[src/hdl/sevg_defines.svh]
// register map, field positions, vector code tables of the event vector block
// What this block does
// - reset vector: brownout 02h, reset pin 04h, software brownout 06h
// - reset vector: deep sleep wake 08h, security 0Ah, high supervisor 0Eh
// - reset vector: software power-on request 14h
// - reset vector: watchdog expiry 16h, wrong watchdog key 18h
// - fram key 1Ah, uncorrectable fram 1Ch, peripheral fetch 1Eh
// - power, protection unit, clock key violations 20h, 22h, 24h
// - protection violations: ip 26h, info 28h, segments one to three 2Ah-2Eh
// - fram access time error reported as 30h
// - nmi vector: uncorrectable fram error 04h when routed to nmi
// - nmi vector: ip 08h, segment one 0Ch, two 0Eh, three 10h
// - nmi vector: vacant memory access 12h
// - nmi vector: mailbox input 14h, mailbox output 16h
// - nmi vector: corrected fram error 18h, lowest priority
// - user nmi vector: nmi pin 02h highest, oscillator fault 04h
// - word-wide mailbox between debug port and software
`ifndef SEVG_DEFINES_SVH
`define SEVG_DEFINES_SVH

`define SEVG_ADDR_W        12
`define SEVG_IDX_UNMI      10'h19A
`define SEVG_IDX_SNMI      10'h19C
`define SEVG_IDX_RST       10'h19E
`define SEVG_IDX_IRQ_STAT  10'h1A0
`define SEVG_IDX_IRQ_MASK  10'h1A2
`define SEVG_IDX_CTRL      10'h1A4
`define SEVG_IDX_MBOX_IN   10'h1A6
`define SEVG_IDX_MBOX_OUT  10'h1A8

`define SEVG_CTRL_UNCORR_NMI 0
`define SEVG_CTRL_RESET      1'b0
`define SEVG_MASK_RESET      3'h0
`define SEVG_IRQ_RST         0
`define SEVG_IRQ_SNMI        1
`define SEVG_IRQ_UNMI        2

`define SEVG_RST_N   21
`define SEVG_SNMI_N  9
`define SEVG_UNMI_N  2
`define SEVG_RST_UNCORR_IDX 10

// entry 0 is the highest priority, eight bits per entry
`define SEVG_RST_CODES {8'h30, 8'h2E, 8'h2C, 8'h2A, 8'h28, 8'h26, 8'h24, \
    8'h22, 8'h20, 8'h1E, 8'h1C, 8'h1A, 8'h18, 8'h16, 8'h14, 8'h0E, 8'h0A, \
    8'h08, 8'h06, 8'h04, 8'h02}
`define SEVG_SNMI_CODES {8'h18, 8'h16, 8'h14, 8'h12, 8'h10, 8'h0E, 8'h0C, \
    8'h08, 8'h04}
`define SEVG_UNMI_CODES {8'h04, 8'h02}

`endif

[src/hdl/sevg_pkg.sv]
// types shared by the event vector block
package sevg_pkg;
    typedef logic [7:0]  sevg_code_t;
    typedef logic [15:0] sevg_word_t;
    typedef logic [11:0] sevg_addr_t;
endpackage

[src/hdl/sevg_encoder.sv]
// priority encoder turning pending flags into a vector code
`timescale 1ns/1ps
`default_nettype none
module sevg_encoder #(
    parameter int N = 4
) (
    input  wire logic [N-1:0]   flags,
    input  wire logic [N*8-1:0] codes,
    output logic      [N-1:0]   grant,
    output logic      [7:0]     code
);
    import sevg_pkg::*;

    logic [N-1:0] lower_set;

    // lowest index wins, so only one grant bit is ever high
    assign lower_set = flags - N'(1);
    assign grant     = flags & ~lower_set;

    always_comb begin
        code = 8'h00;
        for (int i = 0; i < N; i++) begin
            // only listed codes can appear, never a reserved one
            code = code | (grant[i] ? codes[i*8 +: 8] : 8'h00);
        end
    end
endmodule
`default_nettype wire

[src/hdl/sevg_top.sv]
// event vector generator with apb registers, mailbox and interrupt
//
// Implementation choice: the APB register port.
`timescale 1ns/1ps
`default_nettype none
`include "sevg_defines.svh"
module sevg_top (
    input  wire logic                    clock,
    input  wire logic                    rst_b,
    input  wire logic                    psel,
    input  wire logic                    penable,
    input  wire logic                    pwrite,
    input  wire sevg_pkg::sevg_addr_t    paddr,
    input  wire logic [31:0]             pwdata,
    output logic                         pready,
    output logic [31:0]                  prdata,
    output logic                         pslverr,
    input  wire logic [`SEVG_RST_N-1:0]  rst_src,
    input  wire logic [5:0]              snmi_src,
    input  wire logic                    fram_uncorrectable,
    input  wire logic                    osc_fault,
    input  wire logic                    nmi_pin,
    input  wire logic                    dbg_in_wr,
    input  wire sevg_pkg::sevg_word_t    dbg_in_data,
    input  wire logic                    dbg_out_rd,
    output sevg_pkg::sevg_word_t         dbg_out_data,
    output logic                         irq
);
    import sevg_pkg::*;

    localparam int RN = `SEVG_RST_N;
    localparam int SN = `SEVG_SNMI_N;
    localparam int UN = `SEVG_UNMI_N;

    logic [RN-1:0] rst_flags;
    logic [SN-1:0] snmi_flags;
    logic [UN-1:0] unmi_flags;
    logic [RN-1:0] rst_grant;
    logic [SN-1:0] snmi_grant;
    logic [UN-1:0] unmi_grant;
    logic [RN-1:0] rst_clr_hold;
    logic [SN-1:0] snmi_clr_hold;
    logic [UN-1:0] unmi_clr_hold;
    sevg_code_t    rst_code;
    sevg_code_t    snmi_code;
    sevg_code_t    unmi_code;
    logic [2:0]    irq_status;
    logic [2:0]    irq_mask;
    logic          uncorr_to_nmi;
    sevg_word_t    mbox_in;
    sevg_word_t    mbox_out;
    logic          pin_sync1;
    logic          pin_sync2;
    logic          pin_prev;

    // nmi pin comes from outside the clock domain: two stages first
    always_ff @(posedge clock or negedge rst_b) begin
        if (!rst_b) begin
            pin_sync1 <= 1'b0;
            pin_sync2 <= 1'b0;
            pin_prev  <= 1'b0;
        end else begin
            pin_sync1 <= nmi_pin;
            pin_sync2 <= pin_sync1;
            pin_prev  <= pin_sync2;
        end
    end

    wire pin_rise = pin_sync2 & ~pin_prev;

    // register decode, byte address is four times the index
    wire setup     = psel & ~penable;
    wire access    = psel & penable;
    wire sel_unmi  = paddr == {`SEVG_IDX_UNMI, 2'b00};
    wire sel_snmi  = paddr == {`SEVG_IDX_SNMI, 2'b00};
    wire sel_rst   = paddr == {`SEVG_IDX_RST, 2'b00};
    wire sel_stat  = paddr == {`SEVG_IDX_IRQ_STAT, 2'b00};
    wire sel_mask  = paddr == {`SEVG_IDX_IRQ_MASK, 2'b00};
    wire sel_ctrl  = paddr == {`SEVG_IDX_CTRL, 2'b00};
    wire sel_min   = paddr == {`SEVG_IDX_MBOX_IN, 2'b00};
    wire sel_mout  = paddr == {`SEVG_IDX_MBOX_OUT, 2'b00};
    wire mapped    = sel_unmi | sel_snmi | sel_rst | sel_stat | sel_mask
                   | sel_ctrl | sel_min | sel_mout;
    wire wr_ok     = access & pwrite & mapped;
    wire rd_vector = access & ~pwrite;

    assign pready  = 1'b1;
    assign pslverr = access & ~mapped;

    // event sets: the uncorrectable fram error goes to one vector only
    wire uncorr_rst  = fram_uncorrectable & ~uncorr_to_nmi;
    wire uncorr_nmi  = fram_uncorrectable & uncorr_to_nmi;
    wire [RN-1:0] rst_set;
    wire [SN-1:0] snmi_set;
    wire [UN-1:0] unmi_set;
    assign rst_set = rst_src
        | (RN'(uncorr_rst) << `SEVG_RST_UNCORR_IDX);
    assign snmi_set = {snmi_src[5],
                       dbg_out_rd, dbg_in_wr,
                       snmi_src[4],
                       snmi_src[3:0],
                       uncorr_nmi};
    assign unmi_set = {osc_fault, pin_rise};

    // clear masks of sources reported at the setup phase
    wire [RN-1:0] rst_clr  = (rd_vector & sel_rst)  ? rst_clr_hold  : '0;
    wire [SN-1:0] snmi_clr = (rd_vector & sel_snmi) ? snmi_clr_hold : '0;
    wire [UN-1:0] unmi_clr = (rd_vector & sel_unmi) ? unmi_clr_hold : '0;

    // a new event in the clearing cycle survives
    always_ff @(posedge clock or negedge rst_b) begin
        if (!rst_b) begin
            rst_flags  <= '0;
            snmi_flags <= '0;
            unmi_flags <= '0;
        end else begin
            rst_flags  <= (rst_flags & ~rst_clr) | rst_set;
            snmi_flags <= (snmi_flags & ~snmi_clr) | snmi_set;
            unmi_flags <= (unmi_flags & ~unmi_clr) | unmi_set;
        end
    end

    sevg_encoder #(.N(RN)) u_rst_enc (
        .flags (rst_flags),
        .codes (`SEVG_RST_CODES),
        .grant (rst_grant),
        .code  (rst_code)
    );

    sevg_encoder #(.N(SN)) u_snmi_enc (
        .flags (snmi_flags),
        .codes (`SEVG_SNMI_CODES),
        .grant (snmi_grant),
        .code  (snmi_code)
    );

    sevg_encoder #(.N(UN)) u_unmi_enc (
        .flags (unmi_flags),
        .codes (`SEVG_UNMI_CODES),
        .grant (unmi_grant),
        .code  (unmi_code)
    );

    // data and the source to clear are frozen together at setup, so a
    // higher event arriving mid-transfer is not lost unreported
    wire [31:0] rd_mux =
          sel_unmi ? {24'h0, unmi_code}
        : sel_snmi ? {24'h0, snmi_code}
        : sel_rst  ? {24'h0, rst_code}
        : sel_stat ? {29'h0, irq_status}
        : sel_mask ? {29'h0, irq_mask}
        : sel_ctrl ? {31'h0, uncorr_to_nmi}
        : sel_min  ? {16'h0, mbox_in}
        : sel_mout ? {16'h0, mbox_out}
        : 32'h0;

    always_ff @(posedge clock or negedge rst_b) begin
        if (!rst_b) begin
            prdata        <= 32'h0;
            rst_clr_hold  <= '0;
            snmi_clr_hold <= '0;
            unmi_clr_hold <= '0;
        end else if (setup) begin
            prdata        <= rd_mux;
            rst_clr_hold  <= rst_grant;
            snmi_clr_hold <= snmi_grant;
            unmi_clr_hold <= unmi_grant;
        end
    end

    // interrupt: sticky per vector group, write one to clear
    wire [2:0] irq_set = {|unmi_set, |snmi_set, |rst_set};
    wire [2:0] irq_w1c = (wr_ok & sel_stat) ? pwdata[2:0] : 3'h0;

    always_ff @(posedge clock or negedge rst_b) begin
        if (!rst_b) begin
            irq_status <= 3'h0;
        end else begin
            irq_status <= (irq_status & ~irq_w1c) | irq_set;
        end
    end

    always_ff @(posedge clock or negedge rst_b) begin
        if (!rst_b) begin
            irq_mask      <= `SEVG_MASK_RESET;
            uncorr_to_nmi <= `SEVG_CTRL_RESET;
        end else if (wr_ok & sel_mask) begin
            irq_mask <= pwdata[2:0];
        end else if (wr_ok & sel_ctrl) begin
            uncorr_to_nmi <= pwdata[`SEVG_CTRL_UNCORR_NMI];
        end
    end

    assign irq = |(irq_status & irq_mask);

    // mailbox: debugger fills the in word, software fills the out word
    always_ff @(posedge clock or negedge rst_b) begin
        if (!rst_b) begin
            mbox_in <= 16'h0000;
        end else if (dbg_in_wr) begin
            mbox_in <= dbg_in_data;
        end
    end

    always_ff @(posedge clock or negedge rst_b) begin
        if (!rst_b) begin
            mbox_out <= 16'h0000;
        end else if (wr_ok & sel_mout) begin
            mbox_out <= pwdata[15:0];
        end
    end

    assign dbg_out_data = mbox_out;
endmodule
`default_nettype wire
[config.mk]
export PLATFORM = sky130hd
export DESIGN_NAME = sevg_top
export DESIGN_NICKNAME = d
export VERILOG_FILES = /design/src/hdl/sevg_pkg.sv /design/src/hdl/sevg_encoder.sv /design/src/hdl/sevg_top.sv
export VERILOG_INCLUDE_DIRS = /design/src /design/src/hdl
export SDC_FILE = /design/constraint.sdc
export NUM_CORES = 1
export LEC_CHECK = 0
export BUFFER_PORTS_ARGS = -buffer_cell sky130_fd_sc_hd__buf_4
export CORE_ASPECT_RATIO = 0.9
export CORE_MARGIN = 3
export CORE_UTILIZATION = 50
export CTS_CLUSTER_DIAMETER = 200
export DETAILED_ROUTE_END_ITERATION = 12
export PLACE_DENSITY = 0.76
export SLEW_MARGIN = 30
export SYNTH_ARGS = -nofsm -noshare
export SYNTH_HDL_FRONTEND = slang
export SYNTH_SLANG_ARGS = --single-unit
[constraint.sdc]
create_clock -name clock -period 2.2 [get_ports clock]
set_clock_uncertainty 0.2 [all_clocks]
set_input_delay 0.44 -clock clock [delete_from_list [all_inputs] [get_ports clock]]
set_output_delay 0.44 -clock clock [all_outputs]
set_load 0.1 [all_outputs]
==> results of run 1 <==
## registers in the layout (all words and copies together) (netlist names)
| register | flops |
|---|---|
| rst_clr_hold | 21 |
| rst_flags | 21 |
| dbg_out_data | 16 |
| mbox_in | 16 |
| prdata | 16 |
| snmi_clr_hold | 9 |
| snmi_flags | 9 |
| irq_mask | 3 |
| irq_status | 3 |
| unmi_clr_hold | 2 |
| unmi_flags | 2 |
| pin_prev | 1 |
| pin_sync1 | 1 |
| pin_sync2 | 1 |
| uncorr_to_nmi | 1 |
## power by group through the flow
stage	clock network [mW]	registers, mW	logic [mW]
floorplan	0	2.38	0.280
detailed placement	0	2.35	0.517
global placement	0	2.35	0.509
finish	2.66	2.31	0.540
global route	2.82	2.32	0.575
CTS	2.70	2.31	0.532
## final timing paths
path,startpoint,to,slack (ns),cells after the start
hold reg to reg,pin_sync1,pin_sync2,0.15,0
setup reg to reg,rst_flags[11],prdata[5],0.06,5
max in group asynchronous,rst_b,snmi_flags[0],0.81,3
setup / recovery,paddr[1],pslverr,0.04,6
hold / removal,rst_src[0],rst_flags[0],0.02,2
min in group asynchronous,rst_b,pin_sync2,0.36,2
## logic make-up after synthesis
family                 share of synthesized area
AO/OA/AOI/OAI                              0.148
multiplexers                              0.0952
AND/OR/NAND/NOR                            0.180
buffers and inverters                     0.0474
other                                    0.00130
flip-flops                                 0.528
## stage by stage
step	area, µm²	power [mW]	setup TNS, ns
2_1_floorplan	5860	2.66	0
3_3_place_gp	6960	2.86	-0.332
3_5_place_dp	6960	2.87	-1.24
4_1_cts	7600	5.55	0
5_1_grt	7680	5.71	-0.0233
6_report	7680	5.52	0
## placed cells by master (no fill, tap or decap), types with 3 or more instances in the layout
| cell | synthesis | layout |
|---|---|---|
| sky130_fd_sc_hd__a22o_1 | 3 | 3 |
| sky130_fd_sc_hd__clkinv_2 | 0 | 6 |
| sky130_fd_sc_hd__a221oi_1 | 3 | 3 |
| sky130_fd_sc_hd__a32o_1 | 4 | 4 |
| sky130_fd_sc_hd__nor3_4 | 2 | 3 |
| sky130_fd_sc_hd__o21ai_0 | 25 | 24 |
| sky130_fd_sc_hd__o21ai_1 | 2 | 3 |
| sky130_fd_sc_hd__o41ai_1 | 4 | 4 |
| sky130_fd_sc_hd__nor2_1 | 21 | 21 |
| sky130_fd_sc_hd__nand2b_1 | 7 | 6 |
| sky130_fd_sc_hd__buf_12 | 0 | 5 |
| sky130_fd_sc_hd__dfrtp_1 | 122 | 122 |
| sky130_fd_sc_hd__clkbuf_16 | 0 | 17 |
| sky130_fd_sc_hd__conb_1 | 2 | 17 |
| sky130_fd_sc_hd__a21oi_1 | 10 | 9 |
| sky130_fd_sc_hd__a31oi_1 | 3 | 3 |
| sky130_fd_sc_hd__buf_4 | 17 | 137 |
| sky130_fd_sc_hd__mux2i_1 | 10 | 10 |
| sky130_fd_sc_hd__clkbuf_1 | 13 | 3 |
| sky130_fd_sc_hd__nand2_1 | 108 | 108 |
| sky130_fd_sc_hd__nand4_1 | 5 | 5 |
| sky130_fd_sc_hd__mux2_2 | 40 | 40 |
| sky130_fd_sc_hd__a21o_1 | 32 | 32 |
| sky130_fd_sc_hd__nor2b_1 | 6 | 6 |
| sky130_fd_sc_hd__inv_1 | 11 | 11 |
| sky130_fd_sc_hd__o31ai_1 | 10 | 10 |
| sky130_fd_sc_hd__o22ai_1 | 3 | 3 |
| sky130_fd_sc_hd__nor3_1 | 8 | 8 |
| sky130_fd_sc_hd__dlygate4sd3_1 | 0 | 13 |
| sky130_fd_sc_hd__nor4_1 | 11 | 9 |
| sky130_fd_sc_hd__nand3_1 | 11 | 11 |
## critical path, delay by kind of cell
family / cells / cell delay (ns)
simple gates: 2 / 0.50
buf+inv: 3 / 0.51
compound gates: 1 / 0.07
## what timing repair did
| action | 4_1_cts | 5_1_grt |
|---|---|---|
| resized for setup | 2 | 5 |
| hold buffers | 8 | 5 |
| pin swaps | 0 | 1 |
| gates cloned | 0 | 0 |
| endpoints found under the hold margin | 42 | 5 |
| endpoints found under the setup margin | 1 | 4 |
## metal layers
layer	global-route usage	up-vias	wire [µm]
met5	0	-	0
met2	0.395	195	7500
met4	0.104	0	356
met1	0.323	2409	6640
met3	0.0638	31	951
li1	-	2230	-
## layout make-up
type | count | area share
Sequential cell | 122 | 0.398
Multi-Input combinational cell | 389 | 0.332
Timing Repair Buffer | 157 | 0.167
Clock buffer | 22 | 0.0604
Tap cell | 152 | 0.0248
Clock inverter | 9 | 0.0127
Inverter | 11 | 0.00538
==> summary.txt, run 1 <==
Die X-Extent - 119 µm
final hold violation count - 0
minimum setup slack after placement - -0.0587 ns
Cells after DPL - 818
Avg WL per Cell - 17.9 µm
cell count after synthesis - 545
slew at the pin closest to its max-slew limit - 0.516 ns
number of H-tree branching levels - 4
worst-path cell with the longest stage delay - sky130_fd_sc_hd__nor4b_4
Worst-path clk slew - 0.05 ns
arrival time of the worst setup path - 1.52 ns
hold slack final - 0.0180 ns
total number of vias - 4865
via count of the first global-routing pass - 4913
maximum fanout along the worst path - 5
Async S/R FF share, synth - 1.00
top cells by area in the synthesized netlist - sky130_fd_sc_hd__dfrtp_1 53%, sky130_fd_sc_hd__mux2_2 7.8%, sky130_fd_sc_hd__nand2_1 7.0%
worst IR drop on VDD - 0.849 mV
final antenna diode count - 0
I/O pin cnt - 148
Seq cells post-synth - 122
setup repair bufs after CTS - 0
Area Overhead vs Synth - 32.7%
endpoint kind of the worst setup timing path - output pin
buffers from clock root to sink, at most - 2
power density over cell area - 719 mW/mm²
PortBufs - 114
clock period minus worst slack - 2.16 ns
starting utilization of the core area - 0.522
antenna violations before repair - 0
standard cell core area - 0.0111 mm²
post-detailed-route DRC marker count - 0
internal power summed over all cells - 4.18 mW
final design utilization - 0.693
Clock Sink Count - 122
global routing usage summed across all routing layers - 0.247
total global routing overflow - 0
classification of the worst-slack hold path - input pin to flip-flop
Post-synth top flop - sky130_fd_sc_hd__dfrtp_1
largest net degree at the start of global routing - 50
share of final-layout standard cells stronger than drive strength 1 - 0.331
run status - finished clean
switching power - 1.33 mW
cell type with the highest aggregate area in the netlist - sky130_fd_sc_hd__dfrtp_1
Most common cell on crit path - sky130_fd_sc_hd__buf_4
share of power burned in the clock network - 0.483
ratio of routed vias to standard cells - 5.64
leading cell type by number of instances after synthesis - sky130_fd_sc_hd__dfrtp_1
area share of the largest cell type after synthesis - 0.528
placer congestion estimate - 0.890
final period utilization - 0.982
fraction of power consumed by sequential logic - 0.419
slowest cell delay on critical path - 0.29 ns
setup violators final - 0
Pre-antenna DRT Iters - 5
Synth warnings - 0
netlist area before placement - 0.00579 mm²
Logic pwr share - 0.098
DP Wirelength - 11000 µm
leading post-synthesis cells by instance count - 122 x sky130_fd_sc_hd__dfrtp_1, 108 x sky130_fd_sc_hd__nand2_1, 40 x sky130_fd_sc_hd__mux2_2, 32 x sky130_fd_sc_hd__a21o_1, 25 x sky130_fd_sc_hd__o21ai_0
Setup Crit Path Kind - input pin to output pin
overall die area - 0.0129 mm²
Initial DRC Count - 491
register area - 0.00305 mm²
count of standard-cell rows - 36
worst path cell trace - buf_4 > nor4b_4 > buf_4 > and2_1 > a21oi_4 > buf_6
number of standard cells in the layout, taps in and fillers out - 862
first-pass GRT wire length - 24900 µm
number of nets in the finished design - 795
Slew headroom - 0.656
post-synthesis cell type count - 62
Sw Ratio - 0.242
EDFF count, synth - 0
required time at the endpoint of the critical path - 1.56 ns
Static Leakage - 3.45 nW
unrepaired setup endpoints after global routing - true
startpoint types - input pin
overall routed net length - 15500 µm
number of buffers added by the clock tree synthesis step - 17
final number of max-transition violations - 0
area taken by multi-input logic gates - 0.00255 mm²
Clk Latency, worst-skew pair - 0.42 ns
max-cap violations - 0
clock tree root buffer cell - sky130_fd_sc_hd__clkbuf_16
CTS tree - built
sequential cell area fraction in the yosys report - 0.528
smallest setup slack after layout - 0.0395 ns
count of antenna-violating nets left after detailed routing - 0
maximum clock rate - 0.463 GHz
Avg Inst Size Synth - 10.6 µm²
die height - 108 µm
FILL cells - 833
Power figures use the tool's default switching activity.
==> run 2: changes to the inputs <==
--- a/config.mk
+++ b/config.mk
@@ -10,9 +10,9 @@
 export CORE_ASPECT_RATIO = 0.9
 export CORE_MARGIN = 3
 export CORE_UTILIZATION = 50
-export CTS_CLUSTER_DIAMETER = 200
 export DETAILED_ROUTE_END_ITERATION = 12
 export PLACE_DENSITY = 0.76
+export REMOVE_ABC_BUFFERS = 1
 export SLEW_MARGIN = 30
 export SYNTH_ARGS = -nofsm -noshare
 export SYNTH_HDL_FRONTEND = slang
==> run 2 against run 1 <==
Net effect: register-to-register slack better by 0.07 ns; highest routed layer unchanged; die area unchanged; total power grew 4.8%; largest cell class unchanged; hold slack worse by 0.0017 ns; clock power is 10% higher; global-route usage decreased by 0.33 points; sequential power barely moved; critical endpoint is now irq; utilization rose by 0.27 points.
==> summary.txt, run 2 (same netlist as run 1, synthesis figures left out) <==
post-layout instance area - 0.00771 mm² (was 0.00768 mm²)
setup repair bufs after CTS - 0 (unchanged)
startpoint types - flip-flop (was input pin)
worst IR drop on VDD - 0.646 mV (was 0.849 mV)
standard cell core area - 0.0111 mm² (unchanged)
largest net degree at the start of global routing - 35 (was 50)
clock tree root buffer cell - sky130_fd_sc_hd__clkbuf_16 (unchanged)
Static Leakage - 3.46 nW (was 3.45 nW)
placer congestion estimate - 0.914 (was 0.890)
smallest setup slack after layout - 0.0588 ns (was 0.0395 ns)
endpoint with the worst hold slack - snmi_flags[5] (was rst_flags[0])
Pre-antenna DRT Iters - 5 (unchanged)
post-detailed-route DRC marker count - 0 (unchanged)
first-pass GRT wire length - 24700 µm (was 24900 µm)
clock period minus worst slack - 2.14 ns (was 2.16 ns)
final antenna diode count - 0 (unchanged)
Setup Crit Path Kind - flip-flop to output pin (was input pin to output pin)
Avg WL per Cell - 17.2 µm (was 17.9 µm)
DP Wirelength - 10700 µm (was 11000 µm)
area post-placement - 0.00695 mm² (was 0.00696 mm²)
setup violators final - 0 (unchanged)
final sum of negative setup slack - 0 ns (unchanged)
Clk Latency, worst-skew pair - 0.42 ns (about the same)
number of buffers added by the clock tree synthesis step - 17 (unchanged)
overall routed net length - 14900 µm (was 15500 µm)
Clock Sink Count - 122 (unchanged)
endpoint kind of the worst setup timing path - output pin (unchanged)
Worst Hold Launch - snmi_src[4] (was rst_src[0])
final design utilization - 0.696 (was 0.693)
ratio of routed vias to standard cells - 5.56 (was 5.64)
maximum clock rate - 0.467 GHz (was 0.463 GHz)
R2R cell count - 5 (unchanged)
overall die area - 0.0129 mm² (unchanged)
depth of the worst hold-timing path - 2 (unchanged)
arrival time of the worst setup path - 1.50 ns (was 1.52 ns)
Largest regs - rst_clr_hold (21), rst_flags (21) (unchanged)
number of nets in the finished design - 795 (unchanged)
total number of vias - 4795 (was 4865)
CTS tree - built (unchanged)
power density over cell area - 750 mW/mm² (was 719 mW/mm²)
maximum fanout along the worst path - 3 (was 5)
launching point of the worst reg2reg path - rst_flags[10] (was rst_flags[11])
worst r2r dst - prdata[1] (was prdata[5])
Worst-path clk slew - 0.05 ns (about the same)
final period utilization - 0.973 (was 0.982)
via count of the first global-routing pass - 4971 (was 4913)
global routing usage summed across all routing layers - 0.244 (was 0.247)
Area Overhead vs Synth - 33.3% (was 32.7%)
final number of max-transition violations - 0 (unchanged)
die height - 108 µm (unchanged)
FILL cells - 838 (was 833)
Initial DRC Count - 313 (was 491)
required time at the endpoint of the critical path - 1.56 ns (about the same)
most frequent cells in the layout - 139 x sky130_fd_sc_hd__buf_4, 122 x sky130_fd_sc_hd__dfrtp_1, 108 x sky130_fd_sc_hd__nand2_1, 40 x sky130_fd_sc_hd__mux2_2, 32 x sky130_fd_sc_hd__a21o_1 (was 137 x sky130_fd_sc_hd__buf_4, 122 x sky130_fd_sc_hd__dfrtp_1, 108 x sky130_fd_sc_hd__nand2_1, 40 x sky130_fd_sc_hd__mux2_2, 32 x sky130_fd_sc_hd__a21o_1)
minimum setup slack after placement - -0.00671 ns (was -0.0587 ns)
antenna violations before repair - 0 (unchanged)
classification of the worst-slack hold path - input pin to flip-flop (unchanged)
max-cap violations - 0 (unchanged)
starting utilization of the core area - 0.522 (unchanged)
unrepaired setup endpoints after global routing - false (was true)
worst setup slack for register-to-register paths - 0.13 ns (was 0.06 ns)
I/O pin cnt - 148 (unchanged)
most common cell after layout, fill and taps aside - sky130_fd_sc_hd__buf_4 (unchanged)
Die X-Extent - 119 µm (unchanged)
number of H-tree branching levels - 4 (unchanged)
count of standard-cell rows - 36 (unchanged)
share of final-layout standard cells stronger than drive strength 1 - 0.329 (was 0.331)
final hold violation count - 0 (unchanged)
count of antenna-violating nets left after detailed routing - 0 (unchanged)
buffers from clock root to sink, at most - 2 (unchanged)
total global routing overflow - 0 (unchanged)
PortBufs - 114 (unchanged)
run status - finished clean (unchanged)
==> run 2: worst max path at each step <==
stage | startpoint | endpoint | slack, ns | depth (start not counted)
floorplan | paddr[9] | pslverr | -0.76 | 3
global placement | paddr[1] | irq_mask[2] | 0.05 | 6
detailed placement | paddr[1] | irq_mask[1] | -0.007 | 6
CTS | irq_mask[1] | irq | 0.03 | 3
global route | rst_flags[10] | prdata[1] | 0.02 | 5
finish | irq_status[1] | irq | 0.06 | 3
==> run 2: what timing repair did <==
item / 4_1_cts / 5_1_grt
endpoints found under the setup margin: 0 / 5
hold buffers: 12 / 0
hold endpoints to repair: 40 / 0
gates resized for setup: 0 / 4
==> run 2: critical path: stages (launching register included) <==
cell and delay, ns:
sky130_fd_sc_hd__dfrtp_1 0.40, sky130_fd_sc_hd__a222oi_1 0.38, sky130_fd_sc_hd__inv_1 0.10, sky130_fd_sc_hd__buf_6 0.20
==> run 2: metrics by stage <==
stage	instances	power [mW]	hold slack [ns]
2_1_floorplan	522	2.61	-0.0556
6_report	863	5.79	0.0164
5_1_grt	863	5.97	0.0141
3_3_place_gp	819	2.86	0.135
4_1_cts	863	5.83	0.000969
3_5_place_dp	819	2.87	0.142
==> run 2: layer usage <==
| metal | up-vias | track usage | share of wire |
|---|---|---|---|
| met5 | - | 0 | 0 |
| met4 | 0 | 0.0899 | 0.012 |
| met3 | 17 | 0.0774 | 0.075 |
| met2 | 172 | 0.396 | 0.49 |
| met1 | 2369 | 0.309 | 0.42 |
| li1 | 2237 | - | - |
==> run 2: layout make-up <==
type / instances / area, µm² / area share
clock buffer: 24 / 482 / 0.0625
clock inverter: 8 / 140 / 0.0182
inverter: 11 / 41.3 / 0.00536
multi-input combinational: 389 / 2530 / 0.328
sequential: 122 / 3050 / 0.396
tap: 152 / 190 / 0.0247
timing repair buffer: 157 / 1270 / 0.165
==> run 2: where the power goes <==
group	switching (mW)	total, mW	internal, mW
clock network	0.955	2.93	1.98
registers	0.0257	2.32	2.29
logic	0.346	0.538	0.192
total	1.33	5.79	4.46
==> run 3: changes to the inputs <==
--- a/config.mk
+++ b/config.mk
@@ -11,6 +11,7 @@
 export CORE_MARGIN = 3
 export CORE_UTILIZATION = 50
 export DETAILED_ROUTE_END_ITERATION = 12
+export HOLD_SLACK_MARGIN = 0.05
 export PLACE_DENSITY = 0.76
 export REMOVE_ABC_BUFFERS = 1
 export SLEW_MARGIN = 30
==> run 3 against run 2 <==
Net effect: clock power about the same; global-route usage is 2.0 points higher; maximum frequency rose by 0.42%; routed wire length is 8.8% higher; via count increased by 3.9%; first-iteration DRC count down 3.2%; cell area rose by 5.6%; combinational power grew 13%; cell count increased by 5.0%; register-to-register slack barely moved; critical path type unchanged.
==> summary.txt, run 3 (same netlist as run 1, synthesis figures left out) <==
run status - finished clean (unchanged)
standard cell core area - 0.0111 mm² (unchanged)
setup repair bufs after CTS - 0 (unchanged)
worst r2r dst - prdata[1] (unchanged)
overall routed net length - 16200 µm (was 14900 µm)
post-detailed-route DRC marker count - 0 (unchanged)
Worst setup endpoint - irq (unchanged)
overall die area - 0.0129 mm² (unchanged)
startpoint types - flip-flop (unchanged)
post-layout instance area - 0.00814 mm² (was 0.00771 mm²)
GR Layer Usage met2 - 0.445 (was 0.396)
max-cap violations - 0 (unchanged)
Static Leakage - 3.64 nW (was 3.46 nW)
Worst-path clk slew - 0.06 ns (was 0.05 ns)
count of standard-cell rows - 36 (unchanged)
hold slack final - 0.0617 ns (was 0.0164 ns)
DP Wirelength - 10700 µm (unchanged)
maximum fanout along the worst path - 3 (unchanged)
minimum setup slack after placement - -0.00671 ns (unchanged)
I/O pin cnt - 148 (unchanged)
required time at the endpoint of the critical path - 1.56 ns (about the same)
starting utilization of the core area - 0.522 (unchanged)
GR peak layer - met2 (unchanged)
clock tree root buffer cell - sky130_fd_sc_hd__clkbuf_16 (unchanged)
Clk Latency, worst-skew pair - 0.42 ns (about the same)
R2R cell count - 5 (unchanged)
share of final-layout standard cells stronger than drive strength 1 - 0.310 (was 0.329)
Avg WL per Cell - 17.9 µm (was 17.2 µm)
met3 demand-to-capacity share in global routing - 0.0800 (was 0.0774)
PortBufs - 114 (unchanged)
antenna violations before repair - 0 (unchanged)
number of H-tree branching levels - 4 (unchanged)
unrepaired setup endpoints after global routing - false (unchanged)
family with the most delay on the worst path - flip-flops (unchanged)
slowest cell delay on critical path - 0.40 ns (about the same)
CTS tree - built (unchanged)
via count of the first global-routing pass - 5345 (was 4971)
final antenna diode count - 0 (unchanged)
number of buffers added by the clock tree synthesis step - 17 (unchanged)
total global routing overflow - 0 (unchanged)
ratio of routed vias to standard cells - 5.50 (was 5.56)
final period utilization - 0.969 (was 0.973)
final design utilization - 0.735 (was 0.696)
final hold violation count - 0 (unchanged)
number of standard cells in the layout, taps in and fillers out - 906 (was 863)
global routing usage summed across all routing layers - 0.263 (was 0.244)
classification of the worst-slack hold path - input pin to flip-flop (unchanged)
worst setup slack for register-to-register paths - 0.12 ns (was 0.13 ns)
buffers plus inverters on the worst setup path - 2 (unchanged)
Area Overhead vs Synth - 40.7% (was 33.3%)
endpoint kind of the worst setup timing path - output pin (unchanged)
setup violators final - 0 (unchanged)
most frequent cells in the layout - 139 x sky130_fd_sc_hd__buf_4, 122 x sky130_fd_sc_hd__dfrtp_1, 108 x sky130_fd_sc_hd__nand2_1, 55 x sky130_fd_sc_hd__dlygate4sd3_1, 40 x sky130_fd_sc_hd__mux2_2 (was 139 x sky130_fd_sc_hd__buf_4, 122 x sky130_fd_sc_hd__dfrtp_1, 108 x sky130_fd_sc_hd__nand2_1, 40 x sky130_fd_sc_hd__mux2_2, 32 x sky130_fd_sc_hd__a21o_1)
Largest regs - rst_clr_hold (21), rst_flags (21) (unchanged)
critical path depth - 3 (unchanged)
area post-placement - 0.00695 mm² (unchanged)
Die X-Extent - 119 µm (unchanged)
worst IR drop on VDD - 0.655 mV (was 0.646 mV)
Cells after DPL - 819 (unchanged)
count of antenna-violating nets left after detailed routing - 0 (unchanged)
worst setup path startpoint - irq_status[1] (unchanged)
total number of vias - 4982 (was 4795)
arrival time of the worst setup path - 1.49 ns (was 1.50 ns)
worst path cell trace - a222oi_1 > inv_1 > buf_6 (unchanged)
placer congestion estimate - 0.914 (unchanged)
Setup Crit Path Kind - flip-flop to output pin (unchanged)
first-pass GRT wire length - 26700 µm (was 24700 µm)
clock period minus worst slack - 2.13 ns (was 2.14 ns)
largest net degree at the start of global routing - 35 (unchanged)
Pre-antenna DRT Iters - 6 (was 5)
power density over cell area - 721 mW/mm² (was 750 mW/mm²)
maximum clock rate - 0.469 GHz (was 0.467 GHz)
worst-path cell with the longest stage delay - sky130_fd_sc_hd__dfrtp_1 (unchanged)
power consumption - 5.87 mW (was 5.79 mW)
final sum of negative setup slack - 0 ns (unchanged)
number of nets in the finished design - 838 (was 795)
launching point of the worst reg2reg path - rst_flags[10] (unchanged)
most common cell after layout, fill and taps aside - sky130_fd_sc_hd__buf_4 (unchanged)
smallest setup slack after layout - 0.0676 ns (was 0.0588 ns)
die height - 108 µm (unchanged)
Initial DRC Count - 303 (was 313)
Clock Sink Count - 122 (unchanged)
buffers from clock root to sink, at most - 2 (unchanged)
routing usage on met1 - 0.321 (was 0.309)
final number of max-transition violations - 0 (unchanged)
[run 3: cell types whose count changed in the layout (fill, tap and decap cells not counted)]
cell / delta
sky130_fd_sc_hd__dlygate4sd3_1: +43
[run 3: final cells by class]
cell class | count | area, µm²
flip-flops and latches | 122 | 3050
well taps | 152 | 190
multi-input cells | 389 | 2530
inverters | 11 | 41.3
repair buffers | 200 | 1710
fillers | 766 | 2940
clock inverters | 8 | 140
clock buffers | 24 | 482
[run 3: per-layer routing]
layer | vias up | part of all wire
li1 | 2319 | -
met1 | 2452 | 0.41
met2 | 189 | 0.50
met3 | 22 | 0.068
met4 | 0 | 0.014
met5 | - | 0
[run 3: repair_timing]
action,in CTS,in global routing
hold endpoints to repair,84,0
endpoints found under the setup margin,0,5
resized for setup,0,4
hold buffers,55,0
[run 3: how the worst min path moves through the flow]
stage,startpoint,end,slack [ns],cells past startpoint
floorplan,rst_b,dbg_out_data[0],-0.06,0
global placement,pin_sync1,pin_sync2,0.14,0
detailed placement,pin_sync1,pin_sync2,0.14,0
CTS,dbg_in_data[2],mbox_in[2],0.05,2
global route,dbg_in_data[2],mbox_in[2],0.06,2
finish,dbg_in_data[0],mbox_in[0],0.06,2
[run 3: power breakdown]
part / switching, mW / internal, mW / total [mW]
logic: 0.365 / 0.241 / 0.607
registers: 0.0273 / 2.29 / 2.32
clock network: 0.968 / 1.98 / 2.95
total: 1.36 / 4.51 / 5.87
